## config.mk

```make
export PLATFORM = sky130hd
export DESIGN_NAME = srx_receiver
export DESIGN_NICKNAME = d
export VERILOG_FILES = /design/src/srx_pkg.sv /design/src/srx_receiver.sv
export SDC_FILE = /design/constraint.sdc
export NUM_CORES = 1
export LEC_CHECK = 0
export ABC_AREA = 1
export BUFFER_PORTS_ARGS = -buffer_cell sky130_fd_sc_hd__buf_2
export CORE_MARGIN = 5
export CORE_UTILIZATION = 50
export DETAILED_ROUTE_END_ITERATION = 6
export GPL_ROUTABILITY_DRIVEN = 0
export PLACE_DENSITY = 0.75
export REMOVE_ABC_BUFFERS = 1
export SLEW_MARGIN = 20
export SYNTH_ARGS = -nofsm -noshare
export SYNTH_HDL_FRONTEND = slang
export SYNTH_SLANG_ARGS = --single-unit
```

## constraint.sdc

```tcl
create_clock -name clk -period 1.8 [get_ports clk]
set_input_delay 0.09 -clock clk [delete_from_list [all_inputs] [get_ports clk]]
set_output_delay 0.09 -clock clk [all_outputs]
set_load 0.005 [all_outputs]
```

## src/srx_pkg.sv

```systemverilog
// Constants shared by the serial receiver: register map, field positions,
// reset values and sample-tick counts.
// Assumes a sample tick at sixteen times the baud rate from a baud generator.
package srx_pkg;

  ////////////////////////////////////////////////////////////////////////////
  // Register byte offsets
  localparam logic [5:0] OFF_CONTROL   = 6'h00;
  localparam logic [5:0] OFF_IRQ_EN    = 6'h04;
  localparam logic [5:0] OFF_STATUS    = 6'h08;
  localparam logic [5:0] OFF_RX_DATA   = 6'h0c;

  // Control register fields
  localparam int CTL_CHAR_LEN9     = 0;
  localparam int CTL_WAKE_ADDR     = 1;
  localparam int CTL_IDLE_START    = 2;
  localparam int CTL_PARITY_EN     = 3;
  localparam int CTL_PARITY_ODD    = 4;
  localparam int CTL_STANDBY       = 5;

  // Flag positions, shared by the status and interrupt enable registers; busy and standby bits are status only
  localparam int FLG_RX_FULL       = 0;
  localparam int FLG_IDLE          = 1;
  localparam int FLG_OVERRUN       = 2;
  localparam int FLG_NOISE         = 3;
  localparam int FLG_FRAMING       = 4;
  localparam int FLG_PARITY        = 5;
  localparam int STS_BUSY          = 8;
  localparam int STS_STANDBY       = 9;
  localparam int NUM_FLAGS         = 6;

  // Reset values
  localparam logic [5:0] CONTROL_RST = 6'h00;
  localparam logic [5:0] IRQ_EN_RST  = 6'h00;

  // AXI responses
  localparam logic [1:0] RESP_OKAY   = 2'h0;
  localparam logic [1:0] RESP_SLVERR = 2'h2;

  ////////////////////////////////////////////////////////////////////////////
  // Sample-tick counts within one bit
  localparam logic [4:0] TICKS_PER_BIT = 5'h10;
  localparam logic [4:0] RT_EDGE_NEXT  = 5'h02;
  localparam logic [4:0] RT_FIRST      = 5'h01;
  localparam logic [4:0] RT_VER_A      = 5'h03;
  localparam logic [4:0] RT_VER_B      = 5'h05;
  localparam logic [4:0] RT_VER_C      = 5'h07;
  localparam logic [4:0] RT_MAJ_A      = 5'h08;
  localparam logic [4:0] RT_MAJ_B      = 5'h09;
  localparam logic [4:0] RT_MAJ_C      = 5'h0a;
  localparam logic [4:0] RT_EARLY_MIN  = 5'h0c;
  localparam logic [4:0] RT_LATE_MAX   = 5'h04;

  // Idle character lengths in bits and in ticks
  localparam int         IDLE_BITS_8   = 10;
  localparam int         IDLE_BITS_9   = 11;
  localparam logic [7:0] IDLE_TICKS_8  = 8'(IDLE_BITS_8 * 16);
  localparam logic [7:0] IDLE_TICKS_9  = 8'(IDLE_BITS_9 * 16);

  typedef enum logic [1:0] {
    SRX_SEARCH,
    SRX_START,
    SRX_DATA,
    SRX_STOP
  } srx_state_t;

endpackage : srx_pkg

```

## src/srx_receiver.sv

```systemverilog
// Receive half of an asynchronous serial port with an AXI4-Lite register
// file, standby wakeup, receiver and error requests and low-power inputs.
// Assumes sample_tick is a one-cycle pulse on clk at sixteen times the baud
// rate, and wait_mode / stop_mode come from logic on the same clock.

//////////////////////////////////////////////////////////////////////////////
// Contract
// Start passes if at most one of three checks is 1; single one flags noise.
// Failed start verification resets tick counter and restarts start search.
// Data bit is majority of ticks 8, 9, 10; disagreement flags noise.
// Any 1 in start bit ticks 8-10 flags noise, start still accepted.
// Stop sampled at 8, 9, 10; majority zero framing error, disagreement noise.
// Framing error is set in the same cycle as receive-full.
// Break character with zero stop position sets framing error.
// Valid falling edges inside a character resynchronise the tick counter.
// Stop sampling ends 154 ticks (8-bit) or 170 ticks (9-bit) after edge.
// Standby request bit puts receiver in standby, suppressing all requests.
// Address-mark wakeup: character with MSB 1 clears standby, sets full.
// Idle wakeup: idle character clears standby, sets neither idle nor full.
// Idle count start select picks counting after start or after stop.
// Receive-full set on buffer transfer; requests receiver irq when enabled.
// Idle flag after 10 or 11 ones; requests receiver irq when enabled.
// Overrun keeps old character, drops new, flags; error irq when enabled.
// Noise flag covers start, data, stop bits; error irq when enabled.
// Framing flag requests error irq when enabled.
// Parity mismatch sets parity flag; error irq when enabled.
// In wait mode receiver runs; enabled requests end wait mode.
// Stop mode halts with state kept, no wake; resumes afterwards.
// Sample tick runs at sixteen times baud; line sampled once per tick.
// Start search is zero after three ones; edge starts tick counting.
// Start verification uses samples at ticks 3, 5, 7 after edge.
// Character length select chooses 8-bit or 9-bit characters.
// Separate receiver and error request outputs, OR of enabled flags.
module srx_receiver #(
  parameter int ADDR_W = 6
) (
  // Clock and reset
  input  wire logic              clk,
  input  wire logic              rst_n,
  // Serial line and sample tick
  input  wire logic              rx_pin,
  input  wire logic              sample_tick,
  // Low-power modes
  input  wire logic              wait_mode,
  input  wire logic              stop_mode,
  // Requests
  output logic                   rx_irq,
  output logic                   err_irq,
  output logic                   wait_wake,
  // AXI4-Lite write address
  input  wire logic [ADDR_W-1:0] s_axi_awaddr,
  input  wire logic              s_axi_awvalid,
  output logic                   s_axi_awready,
  // AXI4-Lite write data and response
  input  wire logic [31:0]       s_axi_wdata,
  input  wire logic [3:0]        s_axi_wstrb,
  input  wire logic              s_axi_wvalid,
  output logic                   s_axi_wready,
  output logic [1:0]             s_axi_bresp,
  output logic                   s_axi_bvalid,
  input  wire logic              s_axi_bready,
  // AXI4-Lite read
  input  wire logic [ADDR_W-1:0] s_axi_araddr,
  input  wire logic              s_axi_arvalid,
  output logic                   s_axi_arready,
  output logic [31:0]            s_axi_rdata,
  output logic [1:0]             s_axi_rresp,
  output logic                   s_axi_rvalid,
  input  wire logic              s_axi_rready
);

  function automatic logic reg_hit(input logic [ADDR_W-1:0] addr,
                                   input logic [5:0]        off);
    reg_hit = (ADDR_W'(addr[ADDR_W-1:2]) == ADDR_W'(off[5:2]));
  endfunction : reg_hit

  function automatic logic maj3(input logic a, input logic b, input logic c);
    maj3 = (a & b) | (a & c) | (b & c);
  endfunction : maj3

  function automatic logic differ3(input logic a, input logic b,
                                   input logic c);
    differ3 = ~((a & b & c) | ~(a | b | c));
  endfunction : differ3

  //////////////////////////////////////////////////////////////////////////
  // Declarations
  logic                 rx_meta_r, rx_s_r;
  logic                 tick;
  srx_pkg::srx_state_t  state_r;
  logic [4:0]           rt_r;
  logic [3:0]           bit_idx_r;
  logic [2:0]           hist_r;
  logic [1:0]           ver_r, mj_r;
  logic                 last_maj_r;
  logic [8:0]           shift_r;
  logic                 par_r, nz_r;
  logic [3:0]           ones_run_r;
  logic [7:0]           idle_cnt_r;
  logic                 idle_armed_r;
  logic [8:0]           rx_data_buffer_r;
  logic [5:0]           ctrl_r, irq_en_r, flags_r;
  logic [5:0]           flag_set, flag_clr;
  logic                 aw_hold_r, w_hold_r;
  logic [ADDR_W-1:0]    aw_addr_r;
  logic [31:0]          w_data_r;
  logic                 w_strb0_r;
  logic                 wr_fire, rd_fire, data_read;
  logic                 len9, standby_request, idle_wake_sel;
  logic [3:0]           n_bits;
  logic [7:0]           idle_thr;
  logic [1:0]           ver_ones;
  logic                 maj_now, differ_now, at_maj, edge_ok, early, late;
  logic                 start_edge, start_fail, bit_end, char_done;
  logic                 ctl_wr, sts_wr, standby_wake, char_accept;
  logic                 idle_hit, idle_wake, fe_now, pe_now, msb_now;
  logic [31:0]          rd_mux;
  logic                 rd_ok;

  //////////////////////////////////////////////////////////////////////////
  // Line synchroniser; idle line reads 1 out of reset
  always_ff @(posedge clk or negedge rst_n) begin
    if (!rst_n) begin
      rx_meta_r <= 1'b1;
      rx_s_r    <= 1'b1;
    end else begin
      rx_meta_r <= rx_pin;
      rx_s_r    <= rx_meta_r;
    end
  end

  // Stop mode gates the tick, so every counter freezes in place
  assign tick = sample_tick & ~stop_mode;

  //////////////////////////////////////////////////////////////////////////
  // Configuration decode
  assign len9            = ctrl_r[srx_pkg::CTL_CHAR_LEN9];
  assign standby_request = ctrl_r[srx_pkg::CTL_STANDBY];
  assign idle_wake_sel   = ~ctrl_r[srx_pkg::CTL_WAKE_ADDR];
  assign n_bits          = len9 ? 4'h9 : 4'h8;
  assign idle_thr        = len9 ? srx_pkg::IDLE_TICKS_9
                                : srx_pkg::IDLE_TICKS_8;

  // Sample decisions
  assign ver_ones   = 2'(ver_r[0]) + 2'(ver_r[1]) + 2'(rx_s_r);
  assign maj_now    = maj3(mj_r[0], mj_r[1], rx_s_r);
  assign differ_now = differ3(mj_r[0], mj_r[1], rx_s_r);
  assign at_maj     = tick && (rt_r == srx_pkg::RT_MAJ_C);
  assign start_edge = tick && (state_r == srx_pkg::SRX_SEARCH) &&
                      (hist_r == 3'h7) && !rx_s_r;
  assign start_fail = tick && (state_r == srx_pkg::SRX_START) &&
                      (rt_r == srx_pkg::RT_VER_C) &&
                      (ver_ones > 2'h1);

  // A falling edge after a recovered 1 realigns the sample-tick counter
  assign edge_ok = tick && ((state_r == srx_pkg::SRX_DATA) ||
                            (state_r == srx_pkg::SRX_STOP)) &&
                   last_maj_r && hist_r[0] && !rx_s_r;
  assign early   = edge_ok && (state_r == srx_pkg::SRX_DATA) &&
                   (rt_r >= srx_pkg::RT_EARLY_MIN);
  assign late    = edge_ok && (rt_r <= srx_pkg::RT_LATE_MAX);
  assign bit_end = (tick && (rt_r == srx_pkg::TICKS_PER_BIT)) || early;
  assign char_done = at_maj && (state_r == srx_pkg::SRX_STOP);

  // End-of-character outcome
  assign fe_now  = ~maj_now;
  assign pe_now  = ctrl_r[srx_pkg::CTL_PARITY_EN] &&
                   (par_r != ctrl_r[srx_pkg::CTL_PARITY_ODD]);
  assign msb_now = shift_r[8];
  assign standby_wake = char_done && standby_request && !idle_wake_sel &&
                        msb_now;
  assign char_accept  = char_done && (!standby_request || standby_wake);

  //////////////////////////////////////////////////////////////////////////
  // Receive state machine and sample-tick counter
  always_ff @(posedge clk or negedge rst_n) begin
    if (!rst_n) begin
      state_r   <= srx_pkg::SRX_SEARCH;
      rt_r      <= 5'h00;
      bit_idx_r <= 4'h0;
    end else if (tick) begin
      unique case (state_r)
        srx_pkg::SRX_SEARCH: begin
          if (start_edge) begin
            state_r <= srx_pkg::SRX_START;
            rt_r    <= srx_pkg::RT_EDGE_NEXT;
          end
        end
        srx_pkg::SRX_START: begin
          if (start_fail) begin
            state_r <= srx_pkg::SRX_SEARCH;
            rt_r    <= 5'h00;
          end else if (bit_end) begin
            state_r   <= srx_pkg::SRX_DATA;
            rt_r      <= srx_pkg::RT_FIRST;
            bit_idx_r <= 4'h1;
          end else begin
            rt_r <= rt_r + 5'h01;
          end
        end
        srx_pkg::SRX_DATA: begin
          if (bit_end) begin
            rt_r      <= early ? srx_pkg::RT_EDGE_NEXT : srx_pkg::RT_FIRST;
            bit_idx_r <= bit_idx_r + 4'h1;
            if (bit_idx_r == n_bits) begin
              state_r <= srx_pkg::SRX_STOP;
            end
          end else if (late) begin
            rt_r <= srx_pkg::RT_EDGE_NEXT;
          end else begin
            rt_r <= rt_r + 5'h01;
          end
        end
        srx_pkg::SRX_STOP: begin
          if (char_done) begin
            state_r <= srx_pkg::SRX_SEARCH;
            rt_r    <= 5'h00;
          end else if (late) begin
            rt_r <= srx_pkg::RT_EDGE_NEXT;
          end else begin
            rt_r <= rt_r + 5'h01;
          end
        end
      endcase
    end
  end

  //////////////////////////////////////////////////////////////////////////
  // Sample capture, shift register, parity and per-character noise
  always_ff @(posedge clk or negedge rst_n) begin
    if (!rst_n) begin
      hist_r     <= 3'h0;
      ver_r      <= 2'h0;
      mj_r       <= 2'h0;
      last_maj_r <= 1'b0;
      shift_r    <= 9'h000;
      par_r      <= 1'b0;
      nz_r       <= 1'b0;
      ones_run_r <= 4'h0;
    end else if (tick) begin
      hist_r <= {hist_r[1:0], rx_s_r};
      if (start_edge) begin
        nz_r       <= 1'b0;
        par_r      <= 1'b0;
        shift_r    <= 9'h000;
        last_maj_r <= 1'b0;
        ones_run_r <= 4'h0;
      end
      if (state_r == srx_pkg::SRX_START) begin
        if (rt_r == srx_pkg::RT_VER_A) ver_r[0] <= rx_s_r;
        if (rt_r == srx_pkg::RT_VER_B) ver_r[1] <= rx_s_r;
        if (rt_r == srx_pkg::RT_VER_C && ver_ones == 2'h1) begin
          nz_r <= 1'b1;
        end
        if (rt_r >= srx_pkg::RT_MAJ_A && rt_r <= srx_pkg::RT_MAJ_C &&
            rx_s_r) begin
          nz_r <= 1'b1;
        end
      end else begin
        if (rt_r == srx_pkg::RT_MAJ_A) mj_r[0] <= rx_s_r;
        if (rt_r == srx_pkg::RT_MAJ_B) mj_r[1] <= rx_s_r;
        if (rt_r == srx_pkg::RT_MAJ_C &&
            (state_r == srx_pkg::SRX_DATA ||
             state_r == srx_pkg::SRX_STOP)) begin
          last_maj_r <= maj_now;
          ones_run_r <= maj_now ? ones_run_r + 4'h1 : 4'h0;
          if (differ_now) nz_r <= 1'b1;
          if (state_r == srx_pkg::SRX_DATA) begin
            shift_r <= {maj_now, shift_r[8:1]};
            par_r   <= par_r ^ maj_now;
          end
        end
      end
    end
  end

  //////////////////////////////////////////////////////////////////////////
  // Idle line detection; the select bit decides what the run may include
  always_ff @(posedge clk or negedge rst_n) begin
    if (!rst_n) begin
      idle_cnt_r   <= 8'h00;
      idle_armed_r <= 1'b0;
    end else begin
      if (char_done) begin
        idle_cnt_r   <= ctrl_r[srx_pkg::CTL_IDLE_START] ? 8'h00
                        : {(maj_now ? ones_run_r + 4'h1 : 4'h0),
                           4'h0};
        idle_armed_r <= 1'b1;
      end else if (tick && state_r == srx_pkg::SRX_SEARCH) begin
        if (!rx_s_r) begin
          idle_cnt_r <= 8'h00;
        end else if (idle_cnt_r < idle_thr) begin
          idle_cnt_r <= idle_cnt_r + 8'h01;
        end
      end
      if (idle_hit || idle_wake) idle_armed_r <= 1'b0;
    end
  end

  // Idle wake needs no arming, so standby set on a quiet line wakes at once
  assign idle_wake = standby_request && idle_wake_sel &&
                     (idle_cnt_r >= idle_thr);
  assign idle_hit  = idle_armed_r && !(standby_request && idle_wake_sel) &&
                     (idle_cnt_r >= idle_thr);

  //////////////////////////////////////////////////////////////////////////
  // Data buffer; an unread character is kept and the new one dropped
  always_ff @(posedge clk or negedge rst_n) begin
    if (!rst_n) begin
      rx_data_buffer_r <= 9'h000;
    end else if (char_accept && !flags_r[srx_pkg::FLG_RX_FULL]) begin
      rx_data_buffer_r <= len9 ? shift_r : {1'b0, shift_r[8:1]};
    end
  end

  //////////////////////////////////////////////////////////////////////////
  // Status flags: set beats a same-cycle clear
  always_comb begin
    flag_set = '0;
    if (char_accept) begin
      if (flags_r[srx_pkg::FLG_RX_FULL]) begin
        flag_set[srx_pkg::FLG_OVERRUN] = 1'b1;
      end else begin
        flag_set[srx_pkg::FLG_RX_FULL] = 1'b1;
        flag_set[srx_pkg::FLG_FRAMING] = fe_now;
        flag_set[srx_pkg::FLG_NOISE]   = nz_r | differ_now;
        flag_set[srx_pkg::FLG_PARITY]  = pe_now;
      end
    end
    flag_set[srx_pkg::FLG_IDLE] = idle_hit;
  end

  always_comb begin
    flag_clr = (sts_wr && w_strb0_r) ? w_data_r[5:0] : 6'h00;
    flag_clr[srx_pkg::FLG_RX_FULL] = data_read;
  end

  always_ff @(posedge clk or negedge rst_n) begin
    if (!rst_n) begin
      flags_r <= 6'h00;
    end else begin
      flags_r <= (flags_r & ~flag_clr) | flag_set;
    end
  end

  //////////////////////////////////////////////////////////////////////////
  // Control and enable registers; wakeup clears the standby request
  assign ctl_wr = wr_fire && w_strb0_r && reg_hit(aw_addr_r,
                                                  srx_pkg::OFF_CONTROL);
  assign sts_wr = wr_fire && reg_hit(aw_addr_r, srx_pkg::OFF_STATUS);

  always_ff @(posedge clk or negedge rst_n) begin
    if (!rst_n) begin
      ctrl_r   <= srx_pkg::CONTROL_RST;
      irq_en_r <= srx_pkg::IRQ_EN_RST;
    end else begin
      if (ctl_wr) begin
        ctrl_r <= w_data_r[5:0];
      end else if (standby_wake || idle_wake) begin
        ctrl_r[srx_pkg::CTL_STANDBY] <= 1'b0;
      end
      if (wr_fire && w_strb0_r &&
          reg_hit(aw_addr_r, srx_pkg::OFF_IRQ_EN)) begin
        irq_en_r <= w_data_r[5:0];
      end
    end
  end

  //////////////////////////////////////////////////////////////////////////
  // Requests; standby hides them, stop mode keeps them from waking
  assign rx_irq  = !standby_request &&
                   |(flags_r[1:0] & irq_en_r[1:0]);
  assign err_irq = !standby_request &&
                   |(flags_r[5:2] & irq_en_r[5:2]);
  assign wait_wake = wait_mode && !stop_mode &&
                     (rx_irq || err_irq);

  //////////////////////////////////////////////////////////////////////////
  // AXI4-Lite write channel: address and data held until both arrive
  assign s_axi_awready = !aw_hold_r && !s_axi_bvalid;
  assign s_axi_wready  = !w_hold_r && !s_axi_bvalid;
  assign wr_fire       = aw_hold_r && w_hold_r && !s_axi_bvalid;

  always_ff @(posedge clk or negedge rst_n) begin
    if (!rst_n) begin
      aw_hold_r    <= 1'b0;
      w_hold_r     <= 1'b0;
      aw_addr_r    <= '0;
      w_data_r     <= 32'h0000_0000;
      w_strb0_r    <= 1'b0;
      s_axi_bvalid <= 1'b0;
      s_axi_bresp  <= srx_pkg::RESP_OKAY;
    end else begin
      if (s_axi_awvalid && s_axi_awready) begin
        aw_hold_r <= 1'b1;
        aw_addr_r <= s_axi_awaddr;
      end
      if (s_axi_wvalid && s_axi_wready) begin
        w_hold_r  <= 1'b1;
        w_data_r  <= s_axi_wdata;
        w_strb0_r <= s_axi_wstrb[0];
      end
      if (wr_fire) begin
        aw_hold_r    <= 1'b0;
        w_hold_r     <= 1'b0;
        s_axi_bvalid <= 1'b1;
        s_axi_bresp  <= (reg_hit(aw_addr_r, srx_pkg::OFF_CONTROL) ||
                         reg_hit(aw_addr_r, srx_pkg::OFF_IRQ_EN)  ||
                         reg_hit(aw_addr_r, srx_pkg::OFF_STATUS)  ||
                         reg_hit(aw_addr_r, srx_pkg::OFF_RX_DATA))
                        ? srx_pkg::RESP_OKAY : srx_pkg::RESP_SLVERR;
      end else if (s_axi_bready) begin
        s_axi_bvalid <= 1'b0;
      end
    end
  end

  //////////////////////////////////////////////////////////////////////////
  // AXI4-Lite read channel; reading the buffer empties it
  assign s_axi_arready = !s_axi_rvalid;
  assign rd_fire       = s_axi_arvalid && s_axi_arready;
  assign data_read     = rd_fire && reg_hit(s_axi_araddr,
                                            srx_pkg::OFF_RX_DATA);

  always_comb begin
    rd_mux = 32'h0000_0000;
    rd_ok  = 1'b1;
    if (reg_hit(s_axi_araddr, srx_pkg::OFF_CONTROL)) begin
      rd_mux[5:0] = ctrl_r;
    end else if (reg_hit(s_axi_araddr, srx_pkg::OFF_IRQ_EN)) begin
      rd_mux[5:0] = irq_en_r;
    end else if (reg_hit(s_axi_araddr, srx_pkg::OFF_STATUS)) begin
      rd_mux[5:0] = flags_r;
      rd_mux[srx_pkg::STS_BUSY]    = (state_r != srx_pkg::SRX_SEARCH);
      rd_mux[srx_pkg::STS_STANDBY] = standby_request;
    end else if (reg_hit(s_axi_araddr, srx_pkg::OFF_RX_DATA)) begin
      rd_mux[8:0] = rx_data_buffer_r;
    end else begin
      rd_ok = 1'b0;
    end
  end

  always_ff @(posedge clk or negedge rst_n) begin
    if (!rst_n) begin
      s_axi_rvalid <= 1'b0;
      s_axi_rdata  <= 32'h0000_0000;
      s_axi_rresp  <= srx_pkg::RESP_OKAY;
    end else if (rd_fire) begin
      s_axi_rvalid <= 1'b1;
      s_axi_rdata  <= rd_mux;
      s_axi_rresp  <= rd_ok ? srx_pkg::RESP_OKAY : srx_pkg::RESP_SLVERR;
    end else if (s_axi_rready) begin
      s_axi_rvalid <= 1'b0;
    end
  end

endmodule : srx_receiver

```

==> results of run 1 <==
## cell families (layout without fill, tap and decap cells)
family	after synthesis	in the layout	synth area share [%]
XOR/XNOR	9	9	1.499
buffers and inverters	126	200	11.61
multiplexers	3	3	0.6186
AO/OA/AOI/OAI	131	131	14.16
other	1	24	0.07131
adder cells (fa/ha/maj)	9	9	2.284
AND/OR/NAND/NOR	266	267	22.60
flip-flops	99	99	47.16
## critical path: cells and delay by family (launching register included)
| kind | cells | cell delay [ns] |
|---|---|---|
| AO/OA/AOI/OAI | 1 | 0.06 |
| buffers and inverters | 5 | 0.56 |
| flip-flops | 1 | 0.47 |
| AND/OR/NAND/NOR | 5 | 0.55 |
## registers in the layout, indices dropped and copies added (netlist names), 5 cells and up, named ones only
signal	count
rx_data_buffer_r	9
irq_en_r	6
shift_r	9
ctrl_r	6
w_data_r	6
idle_cnt_r	8
flags_r	6
s_axi_rdata	10
rt_r	5
## report_power, final
part | internal, mW | leakage (nW) | total [mW] | switching (mW)
clock network | 0.553 | 0.0990 | 1.44 | 0.890
registers | 2.72 | 1.22 | 3.10 | 0.382
logic | 0.704 | 1.87 | 1.82 | 1.12
## cells in the mapped netlist (8+ instances only)
cell type	instances
inv_2	14
inv_1	73
nor2_1	46
nand2_1	137
dfrtp_1	97
a21oi_1	16
nand3_1	44
xor2_1	9
o21ai_0	76
o21ai_2	9
o22ai_1	15
nand2_2	10
buf_4	26
nand4_1	16
ha_1	8
## area by class of cell
class	count	share of cell area, %
timing repair buffer	95	11.47
clock inverter	7	1.205
tap	136	2.732
clock buffer	9	1.989
multi-input combinational	443	37.22
sequential	99	39.86
inverter	89	5.524
## metal layers
layer  routed length, µm  global-route usage, %  vias up
met3                 606                  2.695       35
met1                5334                  25.58     2164
met4                 328                  7.452        0
met2                5821                  29.94      147
li1                    -                      -     2244
met5                   0                      0        -
## stage by stage
stage          hold slack (ns)  cell area [µm²]  setup TNS [ns]
2_1_floorplan          -0.2056             5079          -1.440
3_3_place_gp           0.02412             5652               0
3_5_place_dp           0.03439             5652               0
4_1_cts               0.001002             5991               0
5_1_grt               0.006240             6228         -0.2319
6_report              0.009063             6228               0
## worst paths after layout
check	endpoint	slack [ns]
worst max register to register	rx_data_buffer_r[2]	0.06
max in group asynchronous	rx_meta_r	0.99
worst min-delay path	s_axi_rdata[8]	0.009
worst max-delay path	rx_data_buffer_r[2]	0.06
min in group asynchronous	irq_en_r[1]	0.16
worst min register to register	rx_s_r	0.36
## repair_timing
item | in CTS | in global routing
resized for setup | 0 | 21
setup buffers | 0 | 14
hold endpoints to repair | 42 | 0
hold buffers | 14 | 0
setup endpoints to repair | 0 | 29
==> out/metrics.yaml, run 1 <==
synthDistinctLibCells: 39
die_x_um: 112.6
drt_iter0_drc: 236
hp-class: "in2reg"
synth_ff_type: "dfrtp_1"
finalCriticalPeriod_ns: 1.742
htreeDepth: 3
max_freq_ghz: 0.5740
syn2layout_area_growth_pct: 18.44
hold_start: "s_axi_araddr[3]"
leakage_nw: 3.189
hpwl_mm: 8.474
async_reset_ff_share_pct: 100.0
totalWireLength_mm: 12.09
p_per_area_nw_per_um2: 1022
cp-end-kind: "register"
stdcell_count: 878
yosysTopAreaCell: "dfrtp_1"
drcViolationCount: 0
required_ns: 2.09
grt_max_degree: 54
cts.sinks: 99
core.rowCount: 37
dieArea_um2: 12670
grt_usage_pct: 18.68
final_cell_mix: "135 x nand2_1, 95 x dfrtp_1, 74 x o21ai_0"
slowest_stage: "dfrtp_2"
portBuffers: 45
total_power_mw: 6.364
core_area_um2: 10280
hold_violations: 0
clockBufferDepth: 2
num-nets-final: 805
wl_per_cell_um: 13.77
preCtsSetupSlack_ns: 0.03208
outcome: "finished, final reports clean"
initial_core_util_pct: 51.17
yosysTopAreaCellShare_pct: 46.16
ios: 103
post-route-period-util_pct: 96.79
diodes: 0
drt-vias-per-instance: 5.228
worst-setup-path-type: "reg2reg"
cts-root-buf: "clkbuf_8"
ys_top_cells_by_area: "dfrtp_1 46%, nand2_1 9.8%, o21ai_0 7.2%, inv_1 5.2%, nand3_1 4.2%"
critPathLaunchType: "register"
fin_util_pct: 60.60
grt_antenna_before_repair: 0
vdd_ir_drop_max_mv: 0.4790
clk_pin_slew_worst_paths_ns: 0.11
startpoint: "rt_r[0]"
worstReg2RegStart: "rt_r[0]"
fill_cells: 893
synth_area_per_cell_um2: 8.166
ys.warnings.count: 0
drive_gt1_share_pct: 21.43
drv_cap: 0
reg2regPathDepth: 11
setup_viol: 0
synthCells: 644
clock_latency_ns: 0.38
die_h_um: 112.6
gr-total-overflow: 0
ant_nets: 0
cts_tree: "yes"
grt_pass1_vias: 4324
cts_made_buffers: 9
vias: 4590
dp_cells: 831
synth_edf_count: 0
multi_input_area_um2: 2318
whs_path_depth: 3
ys_ff_latch: 99
path_max_fanout: 9
cp.arrival_ns: 2.03
ys_seq_area_share_pct: 47.16
drv_slew: 0
crit_chain: "buf_6, nor2_4, nand3_4, clkinv_4, nand2_8, nor3_4, buf_12, clkbuf_16, nand2_2, o21ai_2, inv_2"
setup_ws_ns: 0.05776
first_pass_iters: 5
final_common_cell: "nand2_1"
grt_pass1_wl_mm: 19.67
cpPeakStageDelay_ns: 0.47
synth_area_um2: 5259
fin_skew_ns: 0.01655
seq_area_um2: 2482
Power figures use the tool's default switching activity.
==> run 2, diff against run 1 <==
- SETUP_SLACK_MARGIN: not set -> 0.15
==> out/metrics.yaml, run 2 (same netlist as run 1, synthesis figures left out) <==
first_pass_iters: 5
cp.arrival_ns: 2.00
largest_register_ffs: 10
intPower_mw: 4.108
num-nets-final: 825
initial_core_util_pct: 51.17
crit_buf_inv: 5
drt_iter0_drc: 257
stdcell_count: 898
gr-total-overflow: 0
post-route-period-util_pct: 95.91
outcome: "finished, final reports clean"
dieArea_um2: 12670
p_per_area_nw_per_um2: 1017
drcViolationCount: 0
biggestRegsByFlops: "s_axi_rdata x10, rx_data_buffer_r x9, shift_r x9"
crit_top_cell: "inv_2"
pwr-share-comb_pct: 30.8
crit_chain: "inv_2, nand2_4, nor2_4, nand3_4, clkinv_4, nand2_8, nor3_4, buf_6, buf_12, inv_2, nand2_2, nand2_1"
grt_max_degree: 54
hp-class: "in2reg"
cpPeakStageDelay_ns: 0.41
p_switching_mw: 2.497
cts_tree: "yes"
p_clk_share_pct: 21.9
vdd_ir_drop_max_mv: 0.4933
whs_ns: 0.01089
drv_cap: 0
hold_violations: 0
wl_per_cell_um: 14.03
leakage_nw: 3.302
grt_usage_pct: 19.44
ios: 103
clockBufferDepth: 2
final.setup.tns_ns: 0
clk_pin_slew_worst_paths_ns: 0.11
die_x_um: 112.6
drt-vias-per-instance: 5.244
drv_slew: 0
final_cell_mix: "128 x nand2_1, 93 x dfrtp_1, 66 x inv_1, 66 x o21ai_0, 51 x buf_4"
cts.sinks: 99
ant_nets: 0
critPathLaunchType: "register"
core_area_um2: 10280
grt_pass1_wl_mm: 20.42
portBuffers: 45
swShare_pct: 37.80
grt_antenna_before_repair: 0
cts_made_buffers: 9
drive_gt1_share_pct: 26.51
clock_latency_ns: 0.38
cp-end-kind: "register"
diodes: 0
worst-setup-path-type: "reg2reg"
core.rowCount: 37
path_max_fanout: 5
rsz0062_at_grt: "true"
final_common_cell: "nand2_1"
max_freq_ghz: 0.5793
dp_cells: 831
totalWireLength_mm: 12.60
critical-path-top-delay-family: "simple AND/OR/NAND/NOR gates"
vias: 4709
grt_pass1_vias: 4473
cts-root-buf: "clkbuf_8"
finalCriticalPeriod_ns: 1.726
hpwl_mm: 8.474
htreeDepth: 3
seq_power_share_pct: 47.3
top_register: "s_axi_rdata"
slowest_stage: "dfrtp_1"
setup_viol: 0
die_h_um: 112.6
fin_skew_ns: 0.01537
syn2layout_area_growth_pct: 23.48
required_ns: 2.08
run 2: cell count changes in the layout (fill, tap and decap cells not counted), sizes merged:
cell	delta
clkbuf	-2
buf	+22
run 2: worst paths after layout:
kind                            startpoint                   to  slack, ns  depth (start not counted)
setup / recovery                   rt_r[4]  rx_data_buffer_r[8]       0.07                         12
max in group asynchronous            rst_n            rx_meta_r       0.98                          3
setup reg to reg                   rt_r[4]  rx_data_buffer_r[8]       0.07                         12
hold / removal             s_axi_araddr[3]       s_axi_rdata[8]       0.01                          3
hold reg to reg                  rx_meta_r               rx_s_r       0.36                          0
min in group asynchronous            rst_n          irq_en_r[1]       0.16                          2
run 2: worst register-to-register path: cells and delay by family (launching register included):
kind          cells  cell delay, ns
buf+inv           5            0.50
flops             1            0.41
simple gates      7            0.74
run 2: power by group through the flow:
stage | clock [mW] | sequential, mW | combinational, mW
2_1_floorplan | 0 | 3.05 | 1.12
3_3_place_gp | 0 | 3.10 | 1.61
3_5_place_dp | 0 | 3.12 | 1.67
4_1_cts | 1.49 | 3.08 | 1.80
5_1_grt | 1.58 | 3.17 | 2.31
6_report | 1.45 | 3.12 | 2.04
run 2: cell type report:
type | count | area [µm²]
flip-flops and latches | 99 | 2485
clock buffers | 9 | 123.9
clock inverters | 7 | 75.07
multi-input cells | 443 | 2424
inverters | 89 | 346.6
repair buffers | 115 | 869.6
well taps | 136 | 170.2
fillers | 854 | 3784
run 2: metrics by stage:
step	util, %	worst slack, ns	power (mW)	area, µm²
2_1_floorplan	-	-0.1732	4.165	5079
3_3_place_gp	54.99	0.1049	4.710	5652
3_5_place_dp	54.99	0.03208	4.791	5652
4_1_cts	60.10	0.1256	6.363	6177
5_1_grt	63.18	-0.02223	7.056	6494
6_report	63.18	0.07368	6.605	6494
run 2: timing repair:
| item | CTS | global route |
|---|---|---|
| buffers inserted | 11 | 23 |
| endpoints found under the hold margin | 42 | 0 |
| pin swaps | 2 | 16 |
| cloned | 2 | 1 |
| resized for setup | 13 | 51 |
| endpoints found under the setup margin | 30 | 52 |
| hold buffers | 14 | 0 |
run 2: layer usage:
layer / GRT usage [%] / wire (µm) / vias up / share of wire [%]
met1: 25.93 / 5441 / 2219 / 43
met4: 6.170 / 179 / 0 / 1.4
li1: - / - / 2284 / -
met2: 32.54 / 6237 / 183 / 50
met5: 0 / 0 / - / 0
met3: 3.073 / 737 / 23 / 5.9
==> run 3, diff against run 2 <==
- CORE_ASPECT_RATIO: not set -> 0.8
==> out/metrics.yaml, run 3 (same netlist as run 1, synthesis figures left out) <==
outcome: "finished, final reports clean"
path_max_fanout: 6
whs_ns: 0.01106
grt_pass1_wl_mm: 20.94
grt_pass1_vias: 4356
htreeDepth: 3
cts.sinks: 99
cts-root-buf: "clkbuf_16"
hpwl_mm: 8.913
drt_iter0_drc: 486
vias: 4806
largest_register_ffs: 10
vdd_ir_drop_max_mv: 0.7422
fin_area_um2: 6643
num-nets-final: 823
finalCriticalPeriod_ns: 1.672
drv_slew: 0
max_freq_ghz: 0.5979
cts_tree: "yes"
totalWireLength_mm: 13.38
cp.arrival_ns: 1.90
die_x_um: 124.7
initial_core_util_pct: 51.15
core.rowCount: 33
cts_made_buffers: 9
grt_max_degree: 52
drt-vias-per-instance: 5.352
placed_cell_area_um2: 5657
total_power_mw: 7.025
hold_violations: 0
top_register: "s_axi_rdata"
fill_cells: 806
syn2layout_area_growth_pct: 26.31
p_per_area_nw_per_um2: 1058
grt_antenna_before_repair: 0
clock_latency_ns: 0.34
fin_util_pct: 64.61
dieArea_um2: 12680
cp-end-kind: "register"
leakage_nw: 3.384
hp-class: "in2reg"
die_h_um: 101.7
drive_gt1_share_pct: 27.44
ant_nets: 0
setup_viol: 0
diodes: 0
final_common_cell: "nand2_1"
fin_skew_ns: 0.007124
final_cell_mix: "126 x nand2_1, 94 x dfrtp_1, 67 x inv_1"
tightest_slew_ns: 0.4942
clockBufferDepth: 2
required_ns: 2.03
drcViolationCount: 0
worst-setup-path-type: "reg2reg"
post-route-period-util_pct: 92.92
gr-total-overflow: 0
wl_per_cell_um: 14.90
clk_pin_slew_worst_paths_ns: 0.06
critPathLaunchType: "register"
biggestRegsByFlops: "s_axi_rdata x10, rx_data_buffer_r x9, shift_r x9"
portBuffers: 45
rsz0062_at_grt: "true"
core_area_um2: 10280
first_pass_iters: 5
slew_headroom_pct: 66.80
grt_usage_pct: 20.27
ios: 103
drv_cap: 0
## run 3: changes by cell type in the layout (fill, tap and decap cells not counted), moves of 3 or more
| cell | before | now |
|---|---|---|
| buf_4 | 51 | 48 |
| clkbuf_16 | 0 | 11 |
| clkbuf_8 | 9 | 2 |
| inv_2 | 20 | 16 |
| inv_4 | 1 | 4 |
| inv_8 | 3 | 0 |
| nand2_4 | 4 | 8 |
| nand3_1 | 42 | 38 |
| nand3_2 | 1 | 4 |
| nor2_1 | 41 | 37 |
| nor2_4 | 3 | 7 |
| o21ai_0 | 66 | 61 |
| o21ai_1 | 9 | 13 |
## run 3: routing by layer
metal  up-vias  routed length (µm)  share of wire [%]  track usage, %
met2       200                6405                 48           31.35
met5         -                   0                  0               0
met3        27                 915                6.8           5.324
li1       2286                   -                  -               -
met4         0                 213                1.6           5.644
met1      2293                5844                 44           28.52
## run 3: final cells by class
cell class / instances / area, µm² / area share, %
sequential: 99 / 2484 / 37.39
tap: 140 / 175.2 / 2.637
clock inverter: 2 / 12.51 / 0.1884
inverter: 89 / 354.1 / 5.331
clock buffer: 12 / 256.5 / 3.861
timing repair buffer: 113 / 872.1 / 13.13
multi-input combinational: 443 / 2489 / 37.46
## run 3: per-stage QoR
step	cells	TNS, ns	setup slack (ns)
4_1_cts	875	0	0.1337
5_1_grt	898	0	0.05572
2_1_floorplan	630	-1.440	-0.1732
3_3_place_gp	835	0	0.1039
3_5_place_dp	835	0	0.02026
6_report	898	0	0.1275
## run 3: report_power, final
part           leakage, nW  internal (mW)  switching, mW
clock                0.131          0.996          0.795
sequential            1.22           2.72          0.404
combinational         2.03          0.837           1.27
total                 3.38           4.55           2.47
## run 3: final timing paths
check,cells after the start,to,start,slack [ns]
worst min register to register,0,rx_s_r,rx_meta_r,0.35
worst min-delay path,3,w_data_r[3],s_axi_wdata[3],0.01
max in group asynchronous,3,rt_r[0],rst_n,0.93
worst max register to register,8,bit_idx_r[0],rt_r[0],0.13
min in group asynchronous,2,s_axi_rvalid,rst_n,0.21
worst max-delay path,8,bit_idx_r[0],rt_r[0],0.13
## run 3: repair_timing
item | in CTS | in global routing
setup buffers | 12 | 21
endpoints found under the setup margin | 30 | 47
pin swaps | 4 | 19
cloned | 2 | 2
hold buffers | 12 | 0
gates resized for setup | 9 | 79
hold endpoints to repair | 37 | 0
## run 3: critical path, stage by stage (launching register included)
cell and delay (ns):
dfrtp_2 0.49, inv_4 0.09, ha_1 0.14, nand4_1 0.19
nand2_2 0.19, buf_6 0.13, nand3_4 0.10, o21ai_2 0.15
o21ai_1 0.07
